## src/common/fste_pkg.sv

```systemverilog
// shared constants for the floppy sector transfer engine
package fste_pkg;
    typedef enum logic [2:0] {
        FSTE_CMD_READ, FSTE_CMD_READ_DEL, FSTE_CMD_READ_TRACK,
        FSTE_CMD_WRITE, FSTE_CMD_WRITE_DEL
    } fste_cmd_e;
    localparam logic [1:0] FSTE_IC_NORMAL = 2'h0;
    localparam logic [1:0] FSTE_IC_ABNORMAL = 2'h1;
    localparam logic [15:0] FSTE_BASE_SIZE = 16'h0080;
    localparam logic [7:0] FSTE_SHORT_MAX = 8'h80;
    localparam logic [7:0] FSTE_FIRST_SECTOR = 8'h01;
    localparam logic [7:0] FSTE_ZERO_BYTE = 8'h00;
    localparam logic [1:0] FSTE_INDEX_LIMIT = 2'h2;
    localparam logic [2:0] FSTE_SIZE_CODE_MAX = 3'h7;
    localparam logic [15:0] FSTE_CRC_INIT = 16'hFFFF;
    localparam logic [15:0] FSTE_CRC_POLY = 16'h1021;
    // head settling and unload intervals, in clock cycles
    localparam logic [15:0] FSTE_SETTLE_CYCLES = 16'h0100;
    localparam logic [15:0] FSTE_UNLOAD_CYCLES = 16'h0400;
endpackage

```

## src/logic/fste_engine.sv

```systemverilog
// execution-phase sequencer for floppy read and write transfer commands
`timescale 1ns/1ns
// What this block does
// - read loads head, settles, scans IDs, reads matched sector into FIFO.
// - after each sector, sector number increments and the next one streams.
// - terminal count or FIFO fault stops host data; sector finishes, CRC checked.
// - sector size is 128 shifted left by sector size code.
// - code zero with short length below 128 transfers only that many bytes.
// - both sides flag continues from side 0 through side 1 of cylinder; track read goes to the next cylinder instead.
// - head stays loaded until unload interval ends; new command skips settle.
// - two index pulses without sector gives abnormal code, sector missing.
// - read CRC error gives abnormal code, CRC fault, ID field flag, stop.
// - normal read: deleted mark sets mismatch; skip flag picks stop or skip.
// - deleted read swaps mark roles for mismatch, stop and skip.
// - track read starts at index, reads all fields, flags errors at end.
// - track read without ID mark by second index: abnormal, mark missing.
// - result ID: R+1 below last; at last R=1, cylinder or head advances.
// - write matches ID then writes FIFO data into the data field.
// - write appends CRC, increments sector number, continues.
// - terminal count or FIFO fault during write pads the field with zeros.
// - write checks ID CRC; error gives abnormal code, CRC fault, stop.
// - deleted write emits a deleted data mark before each field.
// - implied seek runs first, shows busy; failure reported with cylinder.
module fste_engine
    import fste_pkg::*;
(
    input wire logic CLK,
    input wire logic RESET,
    input wire logic START,
    input wire fste_pkg::fste_cmd_e COMMAND,
    input wire logic BOTH_SIDES_FLAG,
    input wire logic SKIP_FLAG,
    input wire logic IMPLIED_SEEK_ENABLE,
    input wire logic [7:0] CYLINDER,
    input wire logic [7:0] HEAD,
    input wire logic [7:0] SECTOR,
    input wire logic [2:0] SECTOR_SIZE_CODE,
    input wire logic [7:0] LAST_SECTOR_NUMBER,
    input wire logic [7:0] SHORT_LENGTH,
    input wire logic SEEK_DONE,
    input wire logic SEEK_FAIL,
    input wire logic INDEX_PULSE,
    input wire logic ID_VALID,
    input wire logic [7:0] ID_CYLINDER,
    input wire logic [7:0] ID_HEAD,
    input wire logic [7:0] ID_SECTOR,
    input wire logic ID_CRC_OK,
    input wire logic MARK_VALID,
    input wire logic MARK_DELETED,
    input wire logic DISK_BYTE_VALID,
    input wire logic [7:0] DISK_BYTE,
    input wire logic DATA_CRC_OK,
    input wire logic TERMINAL_COUNT_INPUT,
    input wire logic FIFO_FAULT,
    input wire logic [7:0] HOST_BYTE,
    input wire logic DISK_BYTE_TAKEN,
    output logic HEAD_LOAD,
    output logic SEEK_REQUEST,
    output logic DRIVE_BUSY,
    output logic HOST_BYTE_VALID,
    output logic [7:0] HOST_BYTE_OUT,
    output logic HOST_BYTE_TAKE,
    output logic WRITE_MARK,
    output logic WRITE_MARK_DELETED,
    output logic WRITE_BYTE_VALID,
    output logic [7:0] WRITE_BYTE,
    output logic WRITE_CRC,
    output logic DONE,
    output logic [7:0] STATUS_ZERO,
    output logic [7:0] STATUS_ONE,
    output logic [7:0] STATUS_TWO,
    output logic [7:0] RESULT_CYLINDER,
    output logic [7:0] RESULT_HEAD,
    output logic [7:0] RESULT_SECTOR
);
    // ==========================================================
    // state
    // ==========================================================
    typedef enum logic [3:0] {
        FSTE_IDLE, FSTE_SEEK, FSTE_SETTLE, FSTE_SEARCH, FSTE_MARK,
        FSTE_RDATA, FSTE_WMARK, FSTE_WDATA, FSTE_WCRC, FSTE_NEXT, FSTE_END
    } fste_state_e;

    fste_state_e state_reg, state_next;
    fste_cmd_e cmd_reg, cmd_next;
    logic [7:0] cyl_reg, cyl_next, head_reg, head_next, sec_reg, sec_next;
    logic [15:0] count_reg, count_next, timer_reg, timer_next;
    logic [1:0] index_reg, index_next;
    logic stop_reg, stop_next, skip_reg, skip_next, halt_reg, halt_next;
    logic seen_id_reg, seen_id_next, loaded_reg, loaded_next;
    logic [15:0] unload_reg, unload_next;
    logic [7:0] st0_reg, st0_next, st1_reg, st1_next, st2_reg, st2_next;
    logic host_v_reg, host_v_next, wr_v_reg, wr_v_next;
    logic [7:0] host_b_reg, host_b_next, wr_b_reg, wr_b_next;
    logic done_reg, done_next, mark_reg, mark_next, crc_reg, crc_next;
    logic [15:0] size_bytes, xfer_bytes;
    logic is_read, is_write, is_track, id_match, mark_wrong, last_sec;

    // decoded command class and sector geometry
    always_comb begin
        is_read = (cmd_reg == FSTE_CMD_READ) || (cmd_reg == FSTE_CMD_READ_DEL);
        is_track = (cmd_reg == FSTE_CMD_READ_TRACK);
        is_write = (cmd_reg == FSTE_CMD_WRITE) || (cmd_reg == FSTE_CMD_WRITE_DEL);
        size_bytes = FSTE_BASE_SIZE << SECTOR_SIZE_CODE;
        // short length only counts for the smallest size; else ignored
        xfer_bytes = ((SECTOR_SIZE_CODE == 3'h0) && (SHORT_LENGTH < FSTE_SHORT_MAX))
            ? {8'h00, SHORT_LENGTH} : size_bytes;
        id_match = (ID_CYLINDER == cyl_reg) && (ID_HEAD == head_reg) && (ID_SECTOR == sec_reg);
        // deleted read swaps which mark counts as wrong
        mark_wrong = (cmd_reg == FSTE_CMD_READ_DEL) ? !MARK_DELETED : MARK_DELETED;
        last_sec = (sec_reg == LAST_SECTOR_NUMBER);
    end

    // ==========================================================
    // sequencer next state
    // ==========================================================
    always_comb begin
        state_next = state_reg;
        cmd_next = cmd_reg;
        cyl_next = cyl_reg;
        head_next = head_reg;
        sec_next = sec_reg;
        count_next = count_reg;
        timer_next = timer_reg;
        index_next = index_reg;
        stop_next = stop_reg;
        skip_next = skip_reg;
        halt_next = halt_reg;
        seen_id_next = seen_id_reg;
        loaded_next = loaded_reg;
        unload_next = unload_reg;
        st0_next = st0_reg;
        st1_next = st1_reg;
        st2_next = st2_reg;
        host_v_next = 1'b0;
        host_b_next = host_b_reg;
        wr_v_next = 1'b0;
        wr_b_next = wr_b_reg;
        done_next = 1'b0;
        mark_next = 1'b0;
        crc_next = 1'b0;
        // head unload countdown runs only while idle
        if (state_reg == FSTE_IDLE && loaded_reg) begin
            if (unload_reg == 16'h0000) begin
                loaded_next = 1'b0;
            end else begin
                unload_next = unload_reg - 16'h0001;
            end
        end
        case (state_reg)
            FSTE_IDLE: begin
                // START comes only after the command bytes are
                if (START) begin
                    cmd_next = COMMAND;
                    cyl_next = CYLINDER;
                    head_next = HEAD;
                    sec_next = SECTOR;
                    st0_next = 8'h00;
                    st1_next = 8'h00;
                    st2_next = 8'h00;
                    index_next = 2'h0;
                    seen_id_next = 1'b0;
                    // a head still loaded skips settling; the load flag itself rises
                    // on the first settle cycle, so it cannot gate the wait
                    timer_next = loaded_reg ? 16'h0000 : FSTE_SETTLE_CYCLES;
                    state_next = IMPLIED_SEEK_ENABLE ? FSTE_SEEK : FSTE_SETTLE;
                end
            end
            FSTE_SEEK: begin
                if (SEEK_FAIL) begin
                    st0_next[7:6] = FSTE_IC_ABNORMAL;
                    state_next = FSTE_END;
                end else if (SEEK_DONE) begin
                    state_next = FSTE_SETTLE;
                end
            end
            FSTE_SETTLE: begin
                // head loads here; the timer runs out before the ID scan
                loaded_next = 1'b1;
                if (timer_reg == 16'h0000) begin
                    index_next = 2'h0;
                    // track read begins only at the index pulse
                    state_next = (is_track && !INDEX_PULSE) ? FSTE_SETTLE : FSTE_SEARCH;
                end else begin
                    timer_next = timer_reg - 16'h0001;
                end
            end
            FSTE_SEARCH: begin
                if (INDEX_PULSE) begin
                    index_next = index_reg + 2'h1;
                end
                if (INDEX_PULSE && index_reg == FSTE_INDEX_LIMIT - 2'h1) begin
                    st0_next[7:6] = FSTE_IC_ABNORMAL;
                    if (is_track && !seen_id_reg) begin
                        st1_next[0] = 1'b1;
                    end else begin
                        st1_next[2] = 1'b1;
                    end
                    state_next = FSTE_END;
                end else if (ID_VALID) begin
                    seen_id_next = 1'b1;
                    if (!ID_CRC_OK && !is_track) begin
                        // ID CRC error ends read and write alike
                        st0_next[7:6] = FSTE_IC_ABNORMAL;
                        st1_next[5] = 1'b1;
                        st2_next[5] = 1'b1;
                        state_next = FSTE_END;
                    end else if (is_track) begin
                        if (!ID_CRC_OK) begin
                            st1_next[5] = 1'b1; // flagged, read goes on
                            st2_next[5] = 1'b1;
                        end
                        if (!id_match) begin
                            st1_next[2] = 1'b1;
                        end
                        count_next = 16'h0000;
                        state_next = FSTE_MARK;
                    end else if (id_match) begin
                        count_next = 16'h0000;
                        stop_next = 1'b0;
                        state_next = is_write ? FSTE_WMARK : FSTE_MARK;
                    end
                end
            end
            FSTE_MARK: begin
                if (MARK_VALID) begin
                    stop_next = 1'b0;
                    skip_next = 1'b0;
                    halt_next = 1'b0;
                    if (is_read && mark_wrong) begin
                        st2_next[6] = 1'b1;
                        if (SKIP_FLAG) begin
                            skip_next = 1'b1;
                        end else begin
                            halt_next = 1'b1;
                        end
                    end
                    state_next = FSTE_RDATA;
                end
            end
            FSTE_RDATA: begin
                if (TERMINAL_COUNT_INPUT || FIFO_FAULT) begin
                    stop_next = 1'b1;
                end
                if (DISK_BYTE_VALID) begin
                    count_next = count_reg + 16'h0001;
                    // skipped sectors and bytes past short length stay on the disk side
                    if (!stop_reg && !skip_reg && !TERMINAL_COUNT_INPUT && !FIFO_FAULT
                        && count_reg < xfer_bytes) begin
                        host_v_next = 1'b1;
                        host_b_next = DISK_BYTE;
                    end
                    if (count_reg == size_bytes - 16'h0001) begin
                        // full sector read before CRC verdict
                        if (!DATA_CRC_OK) begin
                            st1_next[5] = 1'b1;
                            if (!is_track) begin
                                st0_next[7:6] = FSTE_IC_ABNORMAL;
                            end
                        end
                        if (!DATA_CRC_OK && !is_track) begin
                            state_next = FSTE_END;
                        end else if (halt_reg) begin
                            state_next = FSTE_END; // no increment
                        end else if (stop_reg || TERMINAL_COUNT_INPUT || FIFO_FAULT) begin
                            state_next = FSTE_NEXT;
                            stop_next = 1'b1;
                        end else begin
                            state_next = FSTE_NEXT;
                        end
                    end
                end
            end
            FSTE_WMARK: begin
                mark_next = 1'b1;
                state_next = FSTE_WDATA;
            end
            FSTE_WDATA: begin
                if (TERMINAL_COUNT_INPUT || FIFO_FAULT) begin
                    stop_next = 1'b1;
                end
                if (DISK_BYTE_TAKEN || !wr_v_reg) begin
                    if (count_reg == size_bytes) begin
                        state_next = FSTE_WCRC;
                    end else begin
                        wr_v_next = 1'b1;
                        count_next = count_reg + 16'h0001;
                        // zero fill after short length or a stop
                        wr_b_next = (stop_reg || TERMINAL_COUNT_INPUT || FIFO_FAULT
                            || count_reg >= xfer_bytes) ? FSTE_ZERO_BYTE : HOST_BYTE;
                    end
                end else begin
                    wr_v_next = 1'b1;
                end
            end
            FSTE_WCRC: begin
                crc_next = 1'b1;
                state_next = FSTE_NEXT;
            end
            FSTE_NEXT: begin
                // result ID follows the last sector handled
                if (last_sec) begin
                    sec_next = FSTE_FIRST_SECTOR;
                    if (BOTH_SIDES_FLAG && !is_track) begin
                        head_next = {head_reg[7:1], ~head_reg[0]};
                        if (head_reg[0]) begin
                            cyl_next = cyl_reg + 8'h01;
                        end
                    end else begin
                        cyl_next = cyl_reg + 8'h01;
                    end
                end else begin
                    sec_next = sec_reg + 8'h01;
                end
                index_next = 2'h0;
                // side 0 continues under both sides flag, to side 1 (track read: to the next cylinder)
                if (stop_reg || (last_sec && !(BOTH_SIDES_FLAG && !head_reg[0]))) begin
                    state_next = FSTE_END;
                end else begin
                    state_next = FSTE_SEARCH;
                end
            end
            FSTE_END: begin
                done_next = 1'b1;
                unload_next = FSTE_UNLOAD_CYCLES;
                state_next = FSTE_IDLE;
            end
            default: begin
                state_next = FSTE_IDLE;
            end
        endcase
    end

    // ==========================================================
    // registers
    // ==========================================================
    always_ff @(posedge CLK or posedge RESET) begin
        if (RESET) begin
            state_reg <= FSTE_IDLE;
            cmd_reg <= FSTE_CMD_READ;
            cyl_reg <= 8'h00;
            head_reg <= 8'h00;
            sec_reg <= 8'h00;
            count_reg <= 16'h0000;
            timer_reg <= 16'h0000;
            index_reg <= 2'h0;
            stop_reg <= 1'b0;
            skip_reg <= 1'b0;
            halt_reg <= 1'b0;
            seen_id_reg <= 1'b0;
            loaded_reg <= 1'b0;
            unload_reg <= 16'h0000;
            st0_reg <= 8'h00;
            st1_reg <= 8'h00;
            st2_reg <= 8'h00;
            host_v_reg <= 1'b0;
            host_b_reg <= 8'h00;
            wr_v_reg <= 1'b0;
            wr_b_reg <= 8'h00;
            done_reg <= 1'b0;
            mark_reg <= 1'b0;
            crc_reg <= 1'b0;
        end else begin
            state_reg <= state_next;
            cmd_reg <= cmd_next;
            cyl_reg <= cyl_next;
            head_reg <= head_next;
            sec_reg <= sec_next;
            count_reg <= count_next;
            timer_reg <= timer_next;
            index_reg <= index_next;
            stop_reg <= stop_next;
            skip_reg <= skip_next;
            halt_reg <= halt_next;
            seen_id_reg <= seen_id_next;
            loaded_reg <= loaded_next;
            unload_reg <= unload_next;
            st0_reg <= st0_next;
            st1_reg <= st1_next;
            st2_reg <= st2_next;
            host_v_reg <= host_v_next;
            host_b_reg <= host_b_next;
            wr_v_reg <= wr_v_next;
            wr_b_reg <= wr_b_next;
            done_reg <= done_next;
            mark_reg <= mark_next;
            crc_reg <= crc_next;
        end
    end

    // outputs; handshake take is combinational, data from flops
    assign HEAD_LOAD = loaded_reg;
    assign SEEK_REQUEST = (state_reg == FSTE_SEEK);
    assign DRIVE_BUSY = (state_reg == FSTE_SEEK);
    assign HOST_BYTE_VALID = host_v_reg;
    assign HOST_BYTE_OUT = host_b_reg;
    assign HOST_BYTE_TAKE = wr_v_next && (state_reg == FSTE_WDATA) && !(stop_next)
        && (count_reg < xfer_bytes) && (DISK_BYTE_TAKEN || !wr_v_reg);
    assign WRITE_MARK = mark_reg;
    assign WRITE_MARK_DELETED = mark_reg && (cmd_reg == FSTE_CMD_WRITE_DEL);
    assign WRITE_BYTE_VALID = wr_v_reg;
    assign WRITE_BYTE = wr_b_reg;
    assign WRITE_CRC = crc_reg;
    assign DONE = done_reg;
    assign STATUS_ZERO = st0_reg;
    assign STATUS_ONE = st1_reg;
    assign STATUS_TWO = st2_reg;
    assign RESULT_CYLINDER = cyl_reg;
    assign RESULT_HEAD = head_reg;
    assign RESULT_SECTOR = sec_reg;

    // ==========================================================
    // assertions
    // ==========================================================
    seek_busy_a: assert property (@(posedge CLK) disable iff (RESET)
        (state_reg == FSTE_SEEK && SEEK_FAIL) |=> !DRIVE_BUSY
        && st0_reg[7:6] == FSTE_IC_ABNORMAL) else $error("seek failure not reported");
    index_end_a: assert property (@(posedge CLK) disable iff (RESET)
        (state_reg == FSTE_SEARCH && INDEX_PULSE && index_reg == 2'h1)
        |=> st0_reg[7:6] == FSTE_IC_ABNORMAL ##1 done_reg) else $error("no end on 2nd index");
    crc_stop_a: assert property (@(posedge CLK) disable iff (RESET)
        (state_reg == FSTE_SEARCH && ID_VALID && !ID_CRC_OK && !is_track
        && !(INDEX_PULSE && index_reg == 2'h1)) |=> st1_reg[5] && st2_reg[5])
        else $error("ID crc not flagged");
    del_mark_a: assert property (@(posedge CLK) disable iff (RESET)
        (state_reg == FSTE_WMARK) |=> WRITE_MARK
        && (WRITE_MARK_DELETED == (cmd_reg == FSTE_CMD_WRITE_DEL)))
        else $error("bad deleted mark");
    zero_fill_a: assert property (@(posedge CLK) disable iff (RESET)
        (state_reg == FSTE_WDATA && stop_reg && wr_v_next && (DISK_BYTE_TAKEN || !wr_v_reg))
        |=> WRITE_BYTE == FSTE_ZERO_BYTE)
        else $error("no zero fill after stop");
    stop_host_a: assert property (@(posedge CLK) disable iff (RESET)
        (state_reg == FSTE_RDATA && stop_reg) |=> !HOST_BYTE_VALID)
        else $error("host data after stop");
    crc_after_a: assert property (@(posedge CLK) disable iff (RESET)
        (state_reg == FSTE_WCRC) |=> WRITE_CRC) else $error("crc not appended");
    wrap_sec_a: assert property (@(posedge CLK) disable iff (RESET)
        (state_reg == FSTE_NEXT && last_sec) |=> RESULT_SECTOR == FSTE_FIRST_SECTOR)
        else $error("sector did not wrap");
    read_cov: cover property (@(posedge CLK) state_reg == FSTE_RDATA ##[1:1000] done_reg);
    write_cov: cover property (@(posedge CLK) WRITE_MARK ##[1:1000] WRITE_CRC);
    miss_cov: cover property (@(posedge CLK) st1_reg[2] && done_reg);
endmodule

```

## config.mk

```make
export PLATFORM = sky130hd
export DESIGN_NAME = fste_engine
export DESIGN_NICKNAME = d
export VERILOG_FILES = /design/src/common/fste_pkg.sv /design/src/logic/fste_engine.sv
export SDC_FILE = /design/constraint.sdc
export NUM_CORES = 1
export LEC_CHECK = 0
export ABC_AREA = 1
export BUFFER_PORTS_ARGS = -buffer_cell sky130_fd_sc_hd__buf_2
export CORE_ASPECT_RATIO = 0.5
export CORE_MARGIN = 5
export CORE_UTILIZATION = 59
export CTS_CLUSTER_DIAMETER = 30
export CTS_CLUSTER_SIZE = 25
export DETAILED_ROUTE_END_ITERATION = 8
export PLACE_DENSITY = 0.86
export SYNTH_ARGS = -nofsm -noshare
export SYNTH_HDL_FRONTEND = slang
export SYNTH_SLANG_ARGS = --single-unit
```

## constraint.sdc

```tcl
create_clock -name CLK -period 10.6 [get_ports CLK]
set_input_delay 2.12 -clock CLK [delete_from_list [all_inputs] [get_ports CLK]]
set_output_delay 2.12 -clock CLK [all_outputs]
set_load 0.02 [all_outputs]
```

# Word-level counts from Yosys, hierarchy flattened
# Index checks and enable logic that the tools add are counted.
[word_totals]
word_cells = 302
out_inout_bits = 74
reg_bits = 114
in_bits = 104
[op_classes]
n_eq_ne = 55
reduce_logical = 81
mux = 124
n_bitwise = 3
shift = 1
n_lt_le_gt_ge = 3
add_sub_neg = 7
[op_table]
columns = ["operator", "count"]
rows = [
  ["$mux 16", 14],
  ["$mux 8", 9],
  ["$mux 4", 15],
  ["$mux 1", 53],
  ["$pmux 16 s3", 1],
  ["$pmux 8 s2", 3],
  ["$sub 16x1->16 const B", 3],
  ["$ne 2x2->1 const B", 21],
  ["$pmux 4 s10", 1],
  ["$ne 3x3->1 const B", 11],
  ["$eq 16x16->1", 2],
  ["$eq 8x8->1", 4],
  ["$logic_not 16->1", 2],
  ["$pmux 16 s2", 1],
  ["$mux 2", 15],
  ["$reduce_and 4->1", 6],
  ["$logic_and 1x1->1", 22],
  ["$reduce_and 9->1", 2],
  ["$add 16x1->16 const B", 1],
  ["$add 8x1->8 const B", 2],
  ["$eq 4x3->1 const B", 4],
  ["$ge 16x16->1", 1],
  ["$lt 16x16->1", 1],
  ["$pmux 2 s4", 2],
  ["32 further kinds", 78],
]

# Longest topological paths before layout
[logic_depth]
word_depth = 13
ltp_mapped = 16
mapped_depth_nobuf = 15

# Worst setup path after synthesis
# Ideal clock, no wire load.
[synth_timing]
path_type = "input to output"
from = "in SECTOR_SIZE_CODE[1]"
to = "out HOST_BYTE_TAKE"
stages = 13
path_buffers = 0
arrival_time_ns = 3.894
required_time_ns = 8.480
slack_ns = 4.586
cell_sequence = "nor2_2 -> nand2_1 -> nor2_1 -> nand2_1 -> ha_1 -> a21oi_1 -> nor2_1 -> nor3_1 -> nand2_1 -> nand2_1 -> and2_1 -> nand2_1 -> nor2_1"
[synth_via]
elab_chain_cells = 10
word_cells_on_any_way = 19
cone_classes = "add/sub (1); order compare (1); eq/ne (2); shift (1); mux (7); reduce/logical (7)"
[synth_lines]
columns = ["element", "line", "rtl"]
rows = [
  ["start, declared", "fste_engine.sv:37", "input wire logic [2:0] SECTOR_SIZE_CODE,"],
  ["$shl 8x3->16", "fste_engine.sv:104", "size_bytes = FSTE_BASE_SIZE << SECTOR_SIZE_CODE;"],
  ["$sub 16x1->16", "fste_engine.sv:253", "if (count_reg == size_bytes - 16'h0001) begin"],
  ["$eq 16x16->1", "fste_engine.sv:253", ""],
  ["$mux 1", "fste_engine.sv:253", ""],
  ["$mux 1", "fste_engine.sv:245", "if (DISK_BYTE_VALID) begin"],
  ["$pmux 1 s4", "fste_engine.sv:150", "case (state_reg)"],
  ["$logic_not 1->1", "fste_engine.sv:397", "assign HOST_BYTE_TAKE = wr_v_next && (state_reg == FSTE_WDATA) && !(stop_next)"],
  ["$logic_and 1x1->1", "fste_engine.sv:397", ""],
  ["$logic_and 1x1->1 (*) (2 in series)", "fste_engine.sv:398", "&& (count_reg < xfer_bytes) && (DISK_BYTE_TAKEN || !wr_v_reg);"],
  ["end, declared", "fste_engine.sv:62", "output logic HOST_BYTE_TAKE,"],
]
# Every way passes the cells marked *; elsewhere a longest branch is shown, timed or not.

# Worst setup path in the final report
# Same ends and word-level chain as after synthesis.

==> impl_metrics.ini <==
[sta]
setup_tns_ns = 0
fin_ws_ns = 3.99
setup_viol = 0
hold_slack_ns = 0.473
hold_viol = 0
maxSlewHeadroom_pct = 32.8
timing.fmax_ghz = 0.151
post-route-period-util_pct = 62.3
period_needed_ns = 6.61
worst_pin_slew_ns = 1.01
rsz0062_at_grt = no
skew_ns = 0.0106
drv_slew = 0

[routing]
vias_per_cell = 5.47
drt_wl_total_mm = 21.4
route.detailed.drc = 0
vias = 7767
wl_per_cell_um = 15.1
drt_iter0_drc = 532
final_antenna_net_count = 0
drtPass1Iterations = 5

[die]
fp.dieH_um = 90.7
fp.dieArea_um2 = 15600
core_area_um2 = 12700
chipWidth_um = 171
io_pins = 178
num_rows = 29
initial_core_util_pct = 60.5

[setup_path]
path_class = in2out
r2r_start = state_reg[0]$_DFFE_PP0P_
crit_path_cell_trace = buf_2 -> nor2_2 -> nand2_1 -> nor2_1 -> nand2_1 -> ha_1 -> a21oi_1 -> o21ai_0 -> nand2_1 -> nand2_1 -> nand2_1 -> and2_1 -> nand2_1 -> nor2_1 -> buf_2
critical_path.max_stage_delay_ns = 0.33
rr_worst_depth = 11
arrival_ns = 4.49
r2r_slack_ns = 7.38
critPathLaunchType = primary input
cp_slowest_cell = nor2_1
cp_data_required_time_ns = 8.48
crit_top_cell = nand2_1
endpoint = HOST_BYTE_TAKE
worstReg2RegEnd = timer_reg[15]$_DFFE_PP0P_
end_kind = output pin
crit_fanout = 11
critPathLaunch = SECTOR_SIZE_CODE[1]

[global_route]
grt_pass1_vias = 7541
grt_pass1_wl_mm = 34.9
grt_max_degree = 78
grt_usage_pct = 27.3
grt-ovfl-total = 0
antenna_found_initial = 0

[place]
dpl_cell_area_um2 = 8500
gp_congestion = 0.945
place_inst = 1389
place_ws_ns = 3.97
post-dp-hpwl_mm = 15.9
io_buffers = 159

[yosys]
yosysSeqAreaShare_pct = 36.8
synthFlopType = dfrtp_1
ys_async_sr_fraction_pct = 100
ys_seq_elements = 113
ys_warn_count = 0
post_synth_instance_area_um2 = 7690
synth_area_per_cell_um2 = 7.10
syn_inst = 1082
synth_edf_count = 0
synth.distinct_cells = 47

[outcome]
status = finished, final reports clean

[cts]
clock_path_buffers = 2
cts_hold_buf = 0
cts_tree = built
cts.repair.resized = 0
cts.htree.levels = 4
root_buffer = clkbuf_16
path_clk_slew_ns = 0.05
clkSinkCount = 113
clk_latency_ns = 0.42
post-cts-setup-buffer-count = 0
cts_buffers = 17

[pwr]
ir_worst_vdd_uv = 159
p_total_mw = 2.42
p_leak_nw = 4.76
powerDensity_nw_per_um2 = 265

[flow_run]
max_cap_viol_count = 0

[finish]
final_core_util_pct = 72.0
multi_input_area_um2 = 4220
final_cell_mix = nand2_1, buf_2, nor2_1
drive_above_1_share_pct = 20.1
instances_no_fill = 1421
final_nets = 1365
fin_area_um2 = 9140
final_common_cell = nand2_1
regArea_um2 = 2830
antenna_cells = 0
syn2layout_area_growth_pct = 18.9
fill_cells = 1030

[min_path]
worstHoldStart = STATUS_ONE[2]$_DFFE_PP0P_
min_path_type = reg2reg
==> how the worst min path moves through the flow <==
stage,endpoint,depth (start not counted)
after floorplan,index_reg[1]$_DFFE_PP0P_,2
after global placement,HOST_BYTE_OUT[3]$_DFFE_PP0P_,2
after detailed placement,STATUS_ONE[2]$_DFFE_PP0P_,2
after CTS,STATUS_ONE[2]$_DFFE_PP0P_,2
after global routing,HOST_BYTE_OUT[4]$_DFFE_PP0P_,2
final,STATUS_ONE[2]$_DFFE_PP0P_,2
==> synth_stat cells, types with 3 or more instances <==
cell	number	area share (%)
nand3_2	6	0.78
a21oi_1	50	3.3
nand2_4	3	0.44
nor3b_1	5	0.49
nor2_1	155	7.6
nor2_4	3	0.44
nand3b_1	7	0.68
nor3_1	21	1.4
nand4_1	17	1.4
buf_4	23	2.2
inv_1	102	5.0
o21a_1	4	0.39
nor2_2	5	0.41
nand3_1	72	4.7
nand2_2	19	1.5
o31ai_1	7	0.68
dfrtp_1	113	37
o21ai_0	48	3.1
nand2_1	289	14
clkbuf_1	7	0.34
ha_1	23	3.7
inv_2	11	0.54
xnor2_1	23	2.6
xor2_1	29	3.3
nor4_1	5	0.41
or2_2	3	0.24
buf_2	7	0.46
==> cell type report <==
class	count	area share, %
Tap cell	170	2.33
Sequential cell	113	30.9
Inverter	115	4.78
Multi-Input combinational cell	830	46.1
Timing Repair Buffer	161	8.87
Clock inverter	12	1.98
Clock buffer	20	5.00
==> where the power goes <==
part	total (mW)	internal [mW]	leakage, nW	switching, mW
Combinational	1.07	0.360	3.01	0.714
Sequential	0.729	0.579	1.46	0.150
Clock	0.621	0.407	0.299	0.215
==> critical path, delay by kind of cell <==
family                   cells  cell delay (ns)
AO/OA/AOI/OAI                2             0.26
adder cells (fa/ha/maj)      1             0.32
buffers and inverters        2             0.39
AND/OR/NAND/NOR             10             1.39
==> cell families (layout without fill, tap and decap cells) <==
| family | after synthesis | in the layout | share of synthesized area (%) |
|---|---|---|---|
| simple gates | 617 | 617 | 35.5 |
| buf+inv | 156 | 308 | 9.20 |
| compound gates | 120 | 120 | 8.84 |
| flops | 113 | 113 | 36.8 |
| xor+xnor | 52 | 52 | 5.92 |
| fa+ha+maj | 23 | 23 | 3.74 |
| other cells | 1 | 18 | 0.0488 |
==> metal layers <==
| layer | global-route usage, % | up-vias | routed length [um] |
|---|---|---|---|
| li1 | - | 3757 | - |
| met1 | 33.2 | 3612 | 8680 |
| met2 | 48.3 | 342 | 10600 |
| met3 | 4.94 | 56 | 1660 |
| met4 | 10.2 | 0 | 485 |
| met5 | 0 | - | 0 |
Power figures use the tool's default switching activity.
